==> src/include/air_pkg.sv <==
// constants, layouts and types for the interrupt routing and auto-sleep block
package air_pkg;

   // core clock and count-step timing
   localparam int CLK_HZ        = 50_000_000;
   localparam int STEP_SHORT_MS = 320;
   localparam int STEP_LONG_MS  = 640;
   localparam int STEP_SHORT_CYC = STEP_SHORT_MS * (CLK_HZ / 1000);
   localparam int STEP_LONG_CYC  = STEP_LONG_MS * (CLK_HZ / 1000);
   localparam int STEP_CNT_W     = 25;

   // register offsets on the register port
   localparam logic [7:0] ADDR_SLEEP_COUNT = 8'h29;
   localparam logic [7:0] ADDR_IRQ_ENABLE  = 8'h2d;
   localparam logic [7:0] ADDR_IRQ_ROUTE   = 8'h2e;

   // reset values
   localparam logic [7:0] RST_SLEEP_COUNT = 8'h00;
   localparam logic [7:0] RST_IRQ_ENABLE  = 8'h00;
   localparam logic [7:0] RST_IRQ_ROUTE   = 8'h00;
   localparam logic [7:0] RD_UNMAPPED     = 8'h00;

   // event source bit positions, shared by enable, routing and event vectors
   localparam int SRC_SLEEP_WAKE  = 7;
   localparam int SRC_BUFFER      = 6;
   localparam int SRC_TRANSIENT   = 5;
   localparam int SRC_ORIENTATION = 4;
   localparam int SRC_TAP         = 3;
   localparam int SRC_FREEFALL    = 2;
   localparam int SRC_VECTOR      = 1;
   localparam int SRC_DATA_READY  = 0;

   // sources that restart the inactivity timer, and those that may wake
   localparam logic [7:0] RESTART_MASK  = 8'h7e;
   localparam logic [7:0] WAKE_CAPABLE  = 8'h3e;
   localparam logic [7:0] DRDY_MASK     = 8'h01;
   localparam int         WAKE_LSB      = 1;

   // active rate code of the slowest rate, which uses the long step
   localparam logic [2:0] RATE_SLOWEST = 3'h7;

   // system mode
   typedef enum logic {
      MODE_ACTIVE,
      MODE_SLEEP
   } air_mode_t;

   // loose configuration bits from the control registers outside
   typedef struct packed {
      logic       sleepEnable;
      logic       irqActiveHigh;
      logic       irqOpenDrain;
      logic       fifoGateEn;
      logic [4:0] wakeEnable;  // transient, orientation, tap, freefall, vector
      logic [2:0] activeSampleRate;
   } air_cfg_t;

   // one interrupt pin: level and output enable
   typedef struct packed {
      logic level;
      logic oe;
   } air_pin_t;

endpackage : air_pkg

==> src/logic/air_route_autosleep.sv <==
// interrupt enable, pin routing, auto-sleep mode control and fifo gate
`timescale 1ns/1ps
module air_route_autosleep
   import air_pkg::*;
#(
   parameter int SHORT_CYC = STEP_SHORT_CYC,
   parameter int LONG_CYC  = STEP_LONG_CYC
)
(
   // clock and reset
   input  wire logic       core_clk,
   input  wire logic       resetn,
   // register port
   input  wire logic       regWrEn,
   input  wire logic       regRdEn,
   input  wire logic [7:0] regAddr,
   input  wire logic [7:0] regWrData,
   output logic [7:0]      regRdData,
   // configuration and event detectors
   input  air_cfg_t        cfg,
   input  wire logic [7:0] eventFlags,
   input  wire logic       sleepWakeClear,
   // fifo side
   input  wire logic       fifoEmpty,
   input  wire logic       sampleTick,
   output logic            fifoBlocked,
   output logic            fifoGateError,
   output logic            fifoFlush,
   // mode status and pins
   output logic            asleep,
   output logic            sleepWakeEvent,
   output air_pin_t        firstIrqPin,
   output air_pin_t        secondIrqPin
);

   air_mode_t  mode_ff;
   air_mode_t  nxt_mode;
   logic [7:0] sleepCount_ff;
   logic [7:0] nxt_sleepCount;
   logic [7:0] irqEnable_ff;
   logic [7:0] nxt_irqEnable;
   logic [7:0] irqRoute_ff;
   logic [7:0] nxt_irqRoute;
   logic [7:0] rdData_ff;
   logic [7:0] nxt_rdData;
   logic       swFlag_ff;
   logic       nxt_swFlag;
   logic       blocked_ff;
   logic       nxt_blocked;
   logic       gateErr_ff;
   logic       nxt_gateErr;
   logic       flush_ff;
   logic       nxt_flush;
   logic       firstOn_ff;
   logic       nxt_firstOn;
   logic       secondOn_ff;
   logic       nxt_secondOn;
   logic [7:0] allSrc;
   logic [7:0] enabledSrc;
   logic [7:0] wakeMask;
   logic [7:0] sleepPass;
   logic [7:0] activeSrc;
   logic       restartHit;
   logic       wakeHit;
   logic       timerExpired;
   logic       timerRun;
   logic       changing;
   logic       entering;
   logic       waking;

   // source vector with the internal sleep/wake flag in its slot
   assign allSrc     = {swFlag_ff, eventFlags[SRC_BUFFER:0]};
   assign enabledSrc = allSrc & irqEnable_ff;
   assign wakeMask   = {2'b00, cfg.wakeEnable, 1'b0} & WAKE_CAPABLE;
   // in sleep, wake-capable sources without wake enable and data ready are bypassed
   assign sleepPass  = ~((WAKE_CAPABLE & ~wakeMask) | DRDY_MASK);
   assign activeSrc  = (mode_ff == MODE_SLEEP) ? (enabledSrc & sleepPass) : enabledSrc;

   // qualified restart and wake requests use enabled sources only
   assign restartHit = |(enabledSrc & RESTART_MASK);
   assign wakeHit    = |(enabledSrc & wakeMask);
   assign timerRun   = cfg.sleepEnable && (mode_ff == MODE_ACTIVE);

   // inactivity timer
   air_sleep_timer #(
      .SHORT_CYC (SHORT_CYC),
      .LONG_CYC  (LONG_CYC)
   ) u_timer (
      .core_clk (core_clk),
      .resetn   (resetn),
      .run      (timerRun),
      .restart  (restartHit),
      .longStep (cfg.activeSampleRate == RATE_SLOWEST),
      .limit    (sleepCount_ff),
      .expired  (timerExpired)
   );

   // mode state machine
   always_comb
   begin
      nxt_mode = mode_ff;
      unique case (mode_ff)
         MODE_ACTIVE:
         begin
            if (cfg.sleepEnable && timerExpired)
            begin
               nxt_mode = MODE_SLEEP;
            end
         end
         MODE_SLEEP:
         begin
            if (wakeHit || !cfg.sleepEnable)
            begin
               nxt_mode = MODE_ACTIVE;
            end
         end
      endcase
   end

   assign changing = (nxt_mode != mode_ff);
   assign entering = changing && (nxt_mode == MODE_SLEEP);
   assign waking   = changing && (nxt_mode == MODE_ACTIVE);

   // register writes, read capture, data ready dropped on waking
   always_comb
   begin
      nxt_sleepCount = sleepCount_ff;
      nxt_irqEnable  = irqEnable_ff;
      nxt_irqRoute   = irqRoute_ff;
      nxt_rdData     = rdData_ff;
      if (regWrEn)
      begin
         unique case (regAddr)
            ADDR_SLEEP_COUNT: nxt_sleepCount = regWrData;
            ADDR_IRQ_ENABLE:  nxt_irqEnable  = regWrData;
            ADDR_IRQ_ROUTE:   nxt_irqRoute   = regWrData;
            default:          nxt_rdData     = rdData_ff;
         endcase
      end
      if (waking)
      begin
         nxt_irqEnable = nxt_irqEnable & ~DRDY_MASK;
      end
      if (regRdEn)
      begin
         unique case (regAddr)
            ADDR_SLEEP_COUNT: nxt_rdData = sleepCount_ff;
            ADDR_IRQ_ENABLE:  nxt_rdData = irqEnable_ff;
            ADDR_IRQ_ROUTE:   nxt_rdData = irqRoute_ff;
            default:          nxt_rdData = RD_UNMAPPED;
         endcase
      end
   end

   // sleep/wake flag, fifo gate state and pin levels
   always_comb
   begin
      nxt_swFlag   = changing || (swFlag_ff && !sleepWakeClear);
      nxt_flush    = changing && !cfg.fifoGateEn;
      nxt_blocked  = (changing && cfg.fifoGateEn) || (blocked_ff && !fifoEmpty);
      nxt_gateErr  = (entering && cfg.fifoGateEn)
                  || (blocked_ff && sampleTick && !fifoEmpty)
                  || (gateErr_ff && !fifoEmpty);
      nxt_firstOn  = |(activeSrc & irqRoute_ff);
      nxt_secondOn = |(activeSrc & ~irqRoute_ff);
   end

   // state registers
   always_ff @(posedge core_clk or negedge resetn)
   begin
      if (!resetn)
      begin
         mode_ff       <= MODE_ACTIVE;
         sleepCount_ff <= RST_SLEEP_COUNT;
         irqEnable_ff  <= RST_IRQ_ENABLE;
         irqRoute_ff   <= RST_IRQ_ROUTE;
         rdData_ff     <= RD_UNMAPPED;
         swFlag_ff     <= 1'b0;
         blocked_ff    <= 1'b0;
         gateErr_ff    <= 1'b0;
         flush_ff      <= 1'b0;
         firstOn_ff    <= 1'b0;
         secondOn_ff   <= 1'b0;
      end
      else
      begin
         mode_ff       <= nxt_mode;
         sleepCount_ff <= nxt_sleepCount;
         irqEnable_ff  <= nxt_irqEnable;
         irqRoute_ff   <= nxt_irqRoute;
         rdData_ff     <= nxt_rdData;
         swFlag_ff     <= nxt_swFlag;
         blocked_ff    <= nxt_blocked;
         gateErr_ff    <= nxt_gateErr;
         flush_ff      <= nxt_flush;
         firstOn_ff    <= nxt_firstOn;
         secondOn_ff   <= nxt_secondOn;
      end
   end

   // outputs; pin level follows polarity, open-drain drives only the low level
   assign regRdData          = rdData_ff;
   assign asleep             = (mode_ff == MODE_SLEEP);
   assign sleepWakeEvent     = swFlag_ff;
   assign fifoBlocked        = blocked_ff;
   assign fifoGateError      = gateErr_ff;
   assign fifoFlush          = flush_ff;
   assign firstIrqPin.level  = cfg.irqActiveHigh ? firstOn_ff : ~firstOn_ff;
   assign secondIrqPin.level = cfg.irqActiveHigh ? secondOn_ff : ~secondOn_ff;
   assign firstIrqPin.oe     = cfg.irqOpenDrain ? ~firstIrqPin.level : 1'b1;
   assign secondIrqPin.oe    = cfg.irqOpenDrain ? ~secondIrqPin.level : 1'b1;
endmodule : air_route_autosleep

==> src/logic/air_sleep_timer.sv <==
// inactivity timer: count steps of 320 or 640 ms and flag the programmed count
`timescale 1ns/1ps
module air_sleep_timer
   import air_pkg::*;
#(
   parameter int SHORT_CYC = STEP_SHORT_CYC,
   parameter int LONG_CYC  = STEP_LONG_CYC
)
(
   // clock and reset
   input  wire logic       core_clk,
   input  wire logic       resetn,
   // control
   input  wire logic       run,
   input  wire logic       restart,
   input  wire logic       longStep,
   input  wire logic [7:0] limit,
   // result
   output logic            expired
);

   logic [STEP_CNT_W-1:0] stepCnt_ff;
   logic [STEP_CNT_W-1:0] nxt_stepCnt;
   logic [STEP_CNT_W-1:0] stepLast;
   logic [7:0]            unitCnt_ff;
   logic [7:0]            nxt_unitCnt;

   // last cycle of one count step at the current rate
   assign stepLast = longStep ? STEP_CNT_W'(LONG_CYC - 1) : STEP_CNT_W'(SHORT_CYC - 1);

   // step prescaler and unit counter, cleared when stopped or restarted
   always_comb
   begin
      nxt_stepCnt = stepCnt_ff;
      nxt_unitCnt = unitCnt_ff;
      if (!run || restart)
      begin
         nxt_stepCnt = '0;
         nxt_unitCnt = '0;
      end
      else if (stepCnt_ff == stepLast)
      begin
         nxt_stepCnt = '0;
         if (unitCnt_ff != 8'hff)
         begin
            nxt_unitCnt = unitCnt_ff + 8'h01;
         end
      end
      else
      begin
         nxt_stepCnt = stepCnt_ff + STEP_CNT_W'(1);
      end
   end

   // counter registers
   always_ff @(posedge core_clk or negedge resetn)
   begin
      if (!resetn)
      begin
         stepCnt_ff <= '0;
         unitCnt_ff <= '0;
      end
      else
      begin
         stepCnt_ff <= nxt_stepCnt;
         unitCnt_ff <= nxt_unitCnt;
      end
   end

   // programmed count reached with no restart pending
   assign expired = run && !restart && (unitCnt_ff == limit);

endmodule : air_sleep_timer

==> config.mk <==
export PLATFORM = sky130hd
export DESIGN_NAME = air_route_autosleep
export DESIGN_NICKNAME = d
export VERILOG_FILES = /design/src/include/air_pkg.sv /design/src/logic/air_route_autosleep.sv /design/src/logic/air_sleep_timer.sv
export SDC_FILE = /design/constraint.sdc
export NUM_CORES = 1
export LEC_CHECK = 0
export BUFFER_PORTS_ARGS = -buffer_cell sky130_fd_sc_hd__buf_2
export CORE_ASPECT_RATIO = 1.2
export CORE_MARGIN = 1
export CORE_UTILIZATION = 36
export CTS_BUF_LIST = sky130_fd_sc_hd__clkbuf_8
export DETAILED_ROUTE_END_ITERATION = 10
export PLACE_DENSITY = 0.57
export SYNTH_ARGS = -nofsm -noshare
export SYNTH_HDL_FRONTEND = slang
export SYNTH_SLANG_ARGS = --single-unit
==> constraint.sdc <==
create_clock -name core_clk -period 2.25 [get_ports core_clk]
set_input_delay 0.225 -clock core_clk [delete_from_list [all_inputs] [get_ports core_clk]]
set_output_delay 0.225 -clock core_clk [all_outputs]
set_load 0.05 [all_outputs]
==> results of run 1 <==
-- cells in the final DEF, fill, tap and decap left out, drive strengths merged, types with 5 or more instances in the layout --
| master | n |
|---|---|
| mux2 | 31 |
| nor2 | 34 |
| nor2b | 10 |
| a221o | 8 |
| and4b | 6 |
| nand3 | 21 |
| dfrtp | 72 |
| clkbuf | 9 |
| and3 | 6 |
| nand2 | 18 |
| o21ai | 5 |
| xor2 | 10 |
| or4 | 6 |
| inv | 16 |
| xnor2 | 22 |
| buf | 65 |
| nand4 | 14 |
| and4 | 5 |
| nor3 | 13 |
| a21oi | 10 |
-- worst paths after layout --
path	endpoint	slack (ns)	cells after the start
max	u_timer.unitCnt_ff[4]$_DFFE_PN0P_	0.19	5
min	fifoFlush$_DFF_PN0_	0.04	2
max reg2reg	u_timer.unitCnt_ff[4]$_DFFE_PN0P_	0.19	5
min reg2reg	u_timer.stepCnt_ff[0]$_DFF_PN0_	0.52	1
max in group asynchronous	u_timer.stepCnt_ff[13]$_DFF_PN0_	1.47	3
min in group asynchronous	regRdData[6]$_DFFE_PN0P_	0.43	3
-- per-layer routing --
metal	routed length (um)	part of all wire, %
met5	0	0
met1	3660	43
met4	153	1.8
met3	395	4.7
met2	4250	50
-- power breakdown --
| part | switching, mW | internal (mW) | total (mW) |
|---|---|---|---|
| clock network | 0.499 | 0.626 | 1.13 |
| logic | 0.308 | 0.143 | 0.451 |
| registers | 0.0589 | 1.35 | 1.41 |
-- layout make-up --
cell class | count | area, sq um | share of cell area (%)
flip-flops and latches | 72 | 1800 | 40.8
clock buffers | 9 | 124 | 2.80
inverters | 14 | 52.6 | 1.19
well taps | 126 | 158 | 3.57
clock inverters | 6 | 92.6 | 2.10
multi-input cells | 257 | 1810 | 41.0
repair buffers | 66 | 378 | 8.55
-- stage by stage --
step	hold slack (ns)	power, mW
6_report	0.0372	2.99
5_1_grt	0.00864	3.15
4_1_cts	0.0204	3.03
3_5_place_dp	0.282	1.89
3_3_place_gp	0.289	1.88
2_1_floorplan	-0.0706	1.70
-- sequential cells by signal, summed over array words and instances (netlist names) --
signal and flops:
fifoGateError 1, regRdData 8, secondOn_ff 1, fifoFlush 1
irqEnable_ff 8, u_timer.unitCnt_ff 8, sleepWakeEvent 1, sleepCount_ff 8
firstOn_ff 1, irqRoute_ff 8, u_timer.stepCnt_ff 25, asleep 1
fifoBlocked 1
-- cell families (layout without fill, tap and decap cells) --
kind of cell | Yosys count | after routing | share of synthesized area (%)
flops | 72 | 72 | 48.3
simple gates | 146 | 146 | 21.6
xor+xnor | 32 | 32 | 7.52
compound gates | 43 | 43 | 8.32
mux | 34 | 34 | 10.5
fa+ha+maj | 2 | 2 | 0.671
buf+inv | 27 | 95 | 3.09
-- cell usage after synthesis (all sizes together) --
master | count | area share (%)
a31o | 1 | 0.23
nor2b | 10 | 1.7
nand3 | 21 | 3.1
dfrtp | 72 | 48
a222oi | 1 | 0.27
or3b | 1 | 0.30
o22ai | 3 | 0.50
o32ai | 1 | 0.23
a21oi | 10 | 1.3
or4 | 6 | 1.2
nor4 | 1 | 0.17
a221o | 8 | 2.1
mux2 | 31 | 9.4
and3 | 6 | 1.0
buf | 7 | 1.1
o211ai | 2 | 0.40
nand4 | 14 | 2.3
o21ai | 5 | 0.67
nand3b | 3 | 0.60
xnor2 | 22 | 5.2
o221ai | 2 | 0.47
a22oi | 1 | 0.20
a31oi | 2 | 0.34
clkbuf | 6 | 0.60
o31ai | 4 | 0.81
o311ai | 1 | 0.23
o2111ai | 2 | 0.47
and4b | 6 | 1.6
ha | 2 | 0.67
nor2 | 34 | 3.4
nor3 | 13 | 1.7
or3 | 3 | 0.50
and4 | 5 | 1.2
and2 | 2 | 0.34
mux2i | 3 | 1.1
xor2 | 10 | 2.3
nand2 | 18 | 1.8
nor3b | 1 | 0.20
or2 | 2 | 0.34
inv | 14 | 1.4
-- timing repair --
action / in CTS / in global routing
hold endpoints to repair: 72 / 0
hold buffers: 1 / 0
setup buffers: 0 / 0
-- worst max-delay path, stage by stage (launching register included) --
cell,delay [ns]
dfrtp_1,0.46
or3b_4,0.43
mux2i_4,0.18
nand3_2,0.22
or4_1,0.55
a21oi_1,0.15
==> Implementation_results.wiki, run 1 <==
{| class="wikitable"
! Metric !! Value
|-
| RSZ-0062 raised after global routing || false
|-
| Count of maximum capacitance violations || 0
|-
| Count of pins over their slew limit || 0
|-
| Antenna diode count || 0
|-
| Total DRC errors in the routed layout || 0
|-
| Number of placed cells counting well taps || 534
|-
| Worst-path maximum fanout || 12
|-
| Post-layout min period || 2.06 ns
|-
| Buffer type at the clock tree root || clkbuf_8
|-
| Total Wirelength || 8.46 mm
|-
| Maximum clock frequency || 486 MHz
|-
| Number of antenna violations at the first check in global routing || 0
|-
| Cell area after placement || 0.00419 sq mm
|-
| Path class of the lowest-slack min-delay path || in2reg
|-
| Register bit total from synthesis || 72
|-
| Number of fill cells || 988
|-
| Weighted congestion reported at the end of routability-driven placement || 0.862
|-
| Hpwl dp || 6.22 mm
|-
| Clock Tree Buf Depth || 2
|-
| Total I/O pin count || 60
|-
| Power density over the cells || 676 mW/mm^2
|-
| Final cell area excluding filler cells || 0.00442 sq mm
|-
| Timing startpoint of the critical path || u_timer.stepCnt_ff[14]$_DFF_PN0_
|-
| Maximum ir drop on the vdd rail || 0.000287 V
|-
| Total nets after synthesis || 401
|-
| Number of rows in the core area || 40
|-
| Gate Count Post-Synth || 356
|-
| Worst reg2reg path startpoint || u_timer.stepCnt_ff[14]$_DFF_PN0_
|-
| Met3 Resource Use GR || 4.40%
|-
| Critical hold path startpoint || cfg[8]
|-
| Floorplan die area || 0.0108 sq mm
|-
| Die width || 94.9 um
|-
| Number of failing hold endpoints at the final stage || 0
|-
| Final cell count without fillers || 550
|-
| Result of the run || complete, no violations
|-
| CTS tree || built
|-
| Fraction of final layout cells with drive strength greater than 1 || 27.8%
|-
| Area inside the core boundary || 0.0101 sq mm
|-
| Critical path arrival || 2.33 ns
|-
| Share of the clock period used by the worst path after layout || 91.5%
|-
| Initial DRC Count || 92
|-
| Number of instances resized during post-cts repair || 0
|-
| Worst-path clk slew || 0.08 ns
|-
| Met2 layer usage reported by global route || 28.4%
|-
| Initial standard-cell utilization of the core || 37.1%
|-
| Via-to-Cell Ratio || 5.29
|-
| Critical Path RT || 2.52 ns
|-
| Height of the die || 113 um
|-
| Wire length per cell after detailed routing || 15.4 um
|-
| Wire length of the first global-routing pass || 14.0 mm
|-
| Deepest level of the CTS H-tree || 3
|-
| M1 GR Usage || 21.3%
|-
| Worst Clk Skew || 0.00855 ns
|-
| Clock Sink Count || 72
|-
| Transition time at the pin with the least slew margin || 0.474 ns
|-
| Setup crit end kind || flip-flop
|-
| Number of port buffers || 58
|-
| Count of different cell masters after synthesis || 46
|-
| Vias in the first global route || 2852
|-
| Startpoint type of the worst setup path || flip-flop
|-
| ANT nets after route || 0
|-
| Area overhead of the layout relative to synthesis || 18.5%
|-
| Final net count || 465
|-
| Worst Setup Slack, final || 0.192 ns
|-
| Pre-CTS setup slack || 0.239 ns
|-
| First-pass DRT Iterations || 5
|-
| Post-Syn Area || 0.00373 sq mm
|-
| Total of warnings raised by yosys || 0
|-
| Total global-route track usage || 17.0%
|-
| Synthesized area divided by synthesized cell count || 10.5 sq um
|-
| Post-layout util || 43.9%
|-
| Fraction of the yosys area taken by sequential cells || 48.3%
|-
| Overall overflow remaining after global route || 0
|-
| Clock latency reported for the late side of the worst-skew pair || 0.34 ns
|-
| CTS Buf Count || 9
|-
| Crit Path Category || reg2reg
|-
| TNS Setup || 0 ns
|-
| Most Used Layer, Global Route || met2
|-
| # setup viols final || 0
|-
| Rel. slew slack || 68.0%
|-
| Leakage power || 1.96 nW
|-
| Vias after detailed routing || 2907
|-
| Pin count of the biggest net entering global routing || 73
|}
(Power assumes the default switching activity.)
==> inputs of run 2 (changes only) <==
--- a/config.mk
+++ b/config.mk
@@ -9,7 +9,7 @@
 export CORE_ASPECT_RATIO = 1.2
 export CORE_MARGIN = 1
 export CORE_UTILIZATION = 36
-export CTS_BUF_LIST = sky130_fd_sc_hd__clkbuf_8
+export CTS_BUF_LIST = sky130_fd_sc_hd__clkbuf_16
 export DETAILED_ROUTE_END_ITERATION = 10
 export PLACE_DENSITY = 0.57
 export SYNTH_ARGS = -nofsm -noshare
==> run 2 against run 1 <==
Setup slack better by 0.0062 ns. Routed wire length increased by 0.19%. Clock skew fell by 0.0026 ns. Sequential power barely moved. Critical endpoint unchanged. Highest routed layer unchanged.
==> Implementation_results.wiki, run 2 (synthesis gave the netlist of run 1 again) <==
{| class="wikitable"
! Metric !! Value
|-
| Total I/O pin count || 60 (unchanged)
|-
| Commonest non-fill, non-tap cell in the layout || dfrtp_1
|-
| Clock Sink Count || 72 (unchanged)
|-
| Count of pins over their slew limit || 0 (unchanged)
|-
| Vias in the first global route || 2867 (+0.53%)
|-
| Critical Path RT || 2.51 ns (about the same)
|-
| Post-layout util || 44.9% (+1.0 points)
|-
| Weighted congestion reported at the end of routability-driven placement || 0.862 (unchanged)
|-
| Critical hold path startpoint || cfg[8]
|-
| Maximum ir drop on the vdd rail || 0.000287 V (+0.21%)
|-
| Hold Path End || fifoFlush$_DFF_PN0_
|-
| Hold Buf Count CTS || 1 (unchanged)
|-
| Setup crit end kind || flip-flop
|-
| Via-to-Cell Ratio || 5.28 (-0.10%)
|-
| Buffer type at the clock tree root || clkbuf_16
|-
| Number of rows in the core area || 40 (unchanged)
|-
| Cell area after placement || 0.00419 sq mm (unchanged)
|-
| TNS Setup || 0 ns (unchanged)
|-
| Hold Crit Depth || 2 (unchanged)
|-
| Area inside the core boundary || 0.0101 sq mm (unchanged)
|-
| Post-layout min period || 2.05 ns (-0.00616 ns)
|-
| First-pass DRT Iterations || 5 (unchanged)
|-
| Crit Path Category || reg2reg
|-
| Total global-route track usage || 17.0% (+0.054 points)
|-
| Overall overflow remaining after global route || 0 (unchanged)
|-
| Leakage power || 2.01 nW (+2.4%)
|-
| Final cell area excluding filler cells || 0.00452 sq mm (+2.3%)
|-
| Initial standard-cell utilization of the core || 37.1% (unchanged)
|-
| Most flop-heavy register || u_timer.stepCnt_ff
|-
| RSZ-0062 raised after global routing || false
|-
| Worst-path maximum fanout || 12 (unchanged)
|-
| Reg-to-reg setup timing slack || 0.20 ns (about the same)
|-
| Flip-flop count of the largest register, all copies and words added || 25 (unchanged)
|-
| Count of maximum capacitance violations || 0 (unchanged)
|-
| R2R depth || 5 (unchanged)
|-
| Worst Clk Skew || 0.00591 ns (-0.00264 ns)
|-
| Fraction of final layout cells with drive strength greater than 1 || 27.8% (unchanged)
|-
| Worst reg2reg path startpoint || u_timer.stepCnt_ff[14]$_DFF_PN0_
|-
| Most Used Layer, Global Route || met2
|-
| CTS Buf Count || 9 (unchanged)
|-
| Die width || 94.9 um (unchanged)
|-
| CTS tree || built
|-
| Number of port buffers || 58 (unchanged)
|-
| Share of the clock period used by the worst path after layout || 91.2% (-0.27 points)
|-
| Path class of the lowest-slack min-delay path || in2reg
|-
| Antenna diode count || 0 (unchanged)
|-
| Initial DRC Count || 97 (+5.4%)
|-
| Most frequent cells in the layout || dfrtp_1 (72), buf_2 (58), nor2_1 (34), mux2_2 (31), xnor2_1 (22)
|-
| ANT nets after route || 0 (unchanged)
|-
| Timing startpoint of the critical path || u_timer.stepCnt_ff[14]$_DFF_PN0_
|-
| PnR Total Power || 3.39 mW (+13%)
|-
| Reg-to-reg critical path endpoint || u_timer.unitCnt_ff[4]$_DFFE_PN0P_
|-
| Wire length per cell after detailed routing || 15.4 um (+0.19%)
|-
| Clock Tree Buf Depth || 2 (unchanged)
|-
| M1 GR Usage || 21.3% (-0.052 points)
|-
| Met3 Resource Use GR || 3.67% (-0.73 points)
|-
| Total DRC errors in the routed layout || 0 (unchanged)
|-
| Area overhead of the layout relative to synthesis || 21.2%
|-
| Result of the run || complete, no violations
|-
| Number of fill cells || 979 (-0.91%)
|-
| Deepest level of the CTS H-tree || 3 (unchanged)
|-
| Height of the die || 113 um (unchanged)
|-
| Number of placed cells counting well taps || 534 (unchanged)
|-
| Total Wirelength || 8.47 mm (+0.19%)
|-
| Transition time at the pin with the least slew margin || 0.461 ns (-0.0137 ns)
|-
| Number of failing hold endpoints at the final stage || 0 (unchanged)
|-
| Wire length of the first global-routing pass || 14.0 mm (unchanged)
|-
| Vias after detailed routing || 2904 (-0.10%)
|-
| Final cell count without fillers || 550 (unchanged)
|-
| Floorplan die area || 0.0108 sq mm (unchanged)
|-
| Post-CTS setup buffer count || 0 (unchanged)
|-
| Startpoint type of the worst setup path || flip-flop
|-
| Hpwl dp || 6.22 mm (unchanged)
|-
| Rel. slew slack || 69.0% (+0.93 points)
|-
| Pin count of the biggest net entering global routing || 73 (unchanged)
|-
| Number of antenna violations at the first check in global routing || 0 (unchanged)
|-
| Maximum clock frequency || 487 MHz (+0.30%)
|-
| Worst-path clk slew || 0.06 ns (-0.02 ns)
|-
| Met2 layer usage reported by global route || 28.4% (-0.048 points)
|-
| Clock latency reported for the late side of the worst-skew pair || 0.33 ns (about the same)
|-
| # setup viols final || 0 (unchanged)
|-
| Critical path arrival || 2.31 ns (-0.02 ns)
|-
| Number of instances resized during post-cts repair || 0 (unchanged)
|-
| Final net count || 465 (unchanged)
|-
| Power density over the cells || 750 mW/mm^2 (+11%)
|}
## run 2: worst max path at each step
stage	endpoint	cells past startpoint
after detailed placement	u_timer.unitCnt_ff[4]$_DFFE_PN0P_	5
after global routing	u_timer.unitCnt_ff[4]$_DFFE_PN0P_	5
after global placement	u_timer.unitCnt_ff[5]$_DFFE_PN0P_	5
after CTS	u_timer.unitCnt_ff[4]$_DFFE_PN0P_	5
after floorplan	firstIrqPin[0]	2
final	u_timer.unitCnt_ff[4]$_DFFE_PN0P_	5
## run 2: power breakdown
group | switching [mW] | internal [mW] | leakage, nW | total, mW
registers | 0.0587 | 1.35 | 0.992 | 1.41
logic | 0.308 | 0.143 | 0.868 | 0.451
clock network | 0.554 | 0.971 | 0.149 | 1.53
total | 0.921 | 2.47 | 2.01 | 3.39
## run 2: area by class of cell
type                       instances  area [sq um]  share of cell area (%)
timing repair buffer              66           378                    8.36
sequential                        72          1800                    39.9
clock inverter                     6          92.6                    2.05
clock buffer                       9           225                    4.98
tap                              126           158                    3.49
multi-input combinational        257          1810                    40.1
inverter                          14          52.6                    1.16
## run 2: per-stage QoR
stage / setup WS [ns] / hold WS, ns
2_1_floorplan: 0.236 / -0.0706
3_3_place_gp: 0.247 / 0.289
3_5_place_dp: 0.239 / 0.282
4_1_cts: 0.213 / 0.0514
5_1_grt: 0.0942 / 0.0489
6_report: 0.198 / 0.0527
## run 2: critical path: stages, from the launching register on
cell     delay [ns]
dfrtp_1        0.45
or3b_4         0.43
mux2i_4        0.18
nand3_2        0.21
or4_1          0.55
a21oi_1        0.15
## run 2: layer usage
| metal | up-vias | wire length (um) |
|---|---|---|
| met5 | - | 0 |
| met4 | 0 | 184 |
| met3 | 18 | 396 |
| met2 | 81 | 4170 |
| met1 | 1379 | 3730 |
| li1 | 1426 | - |
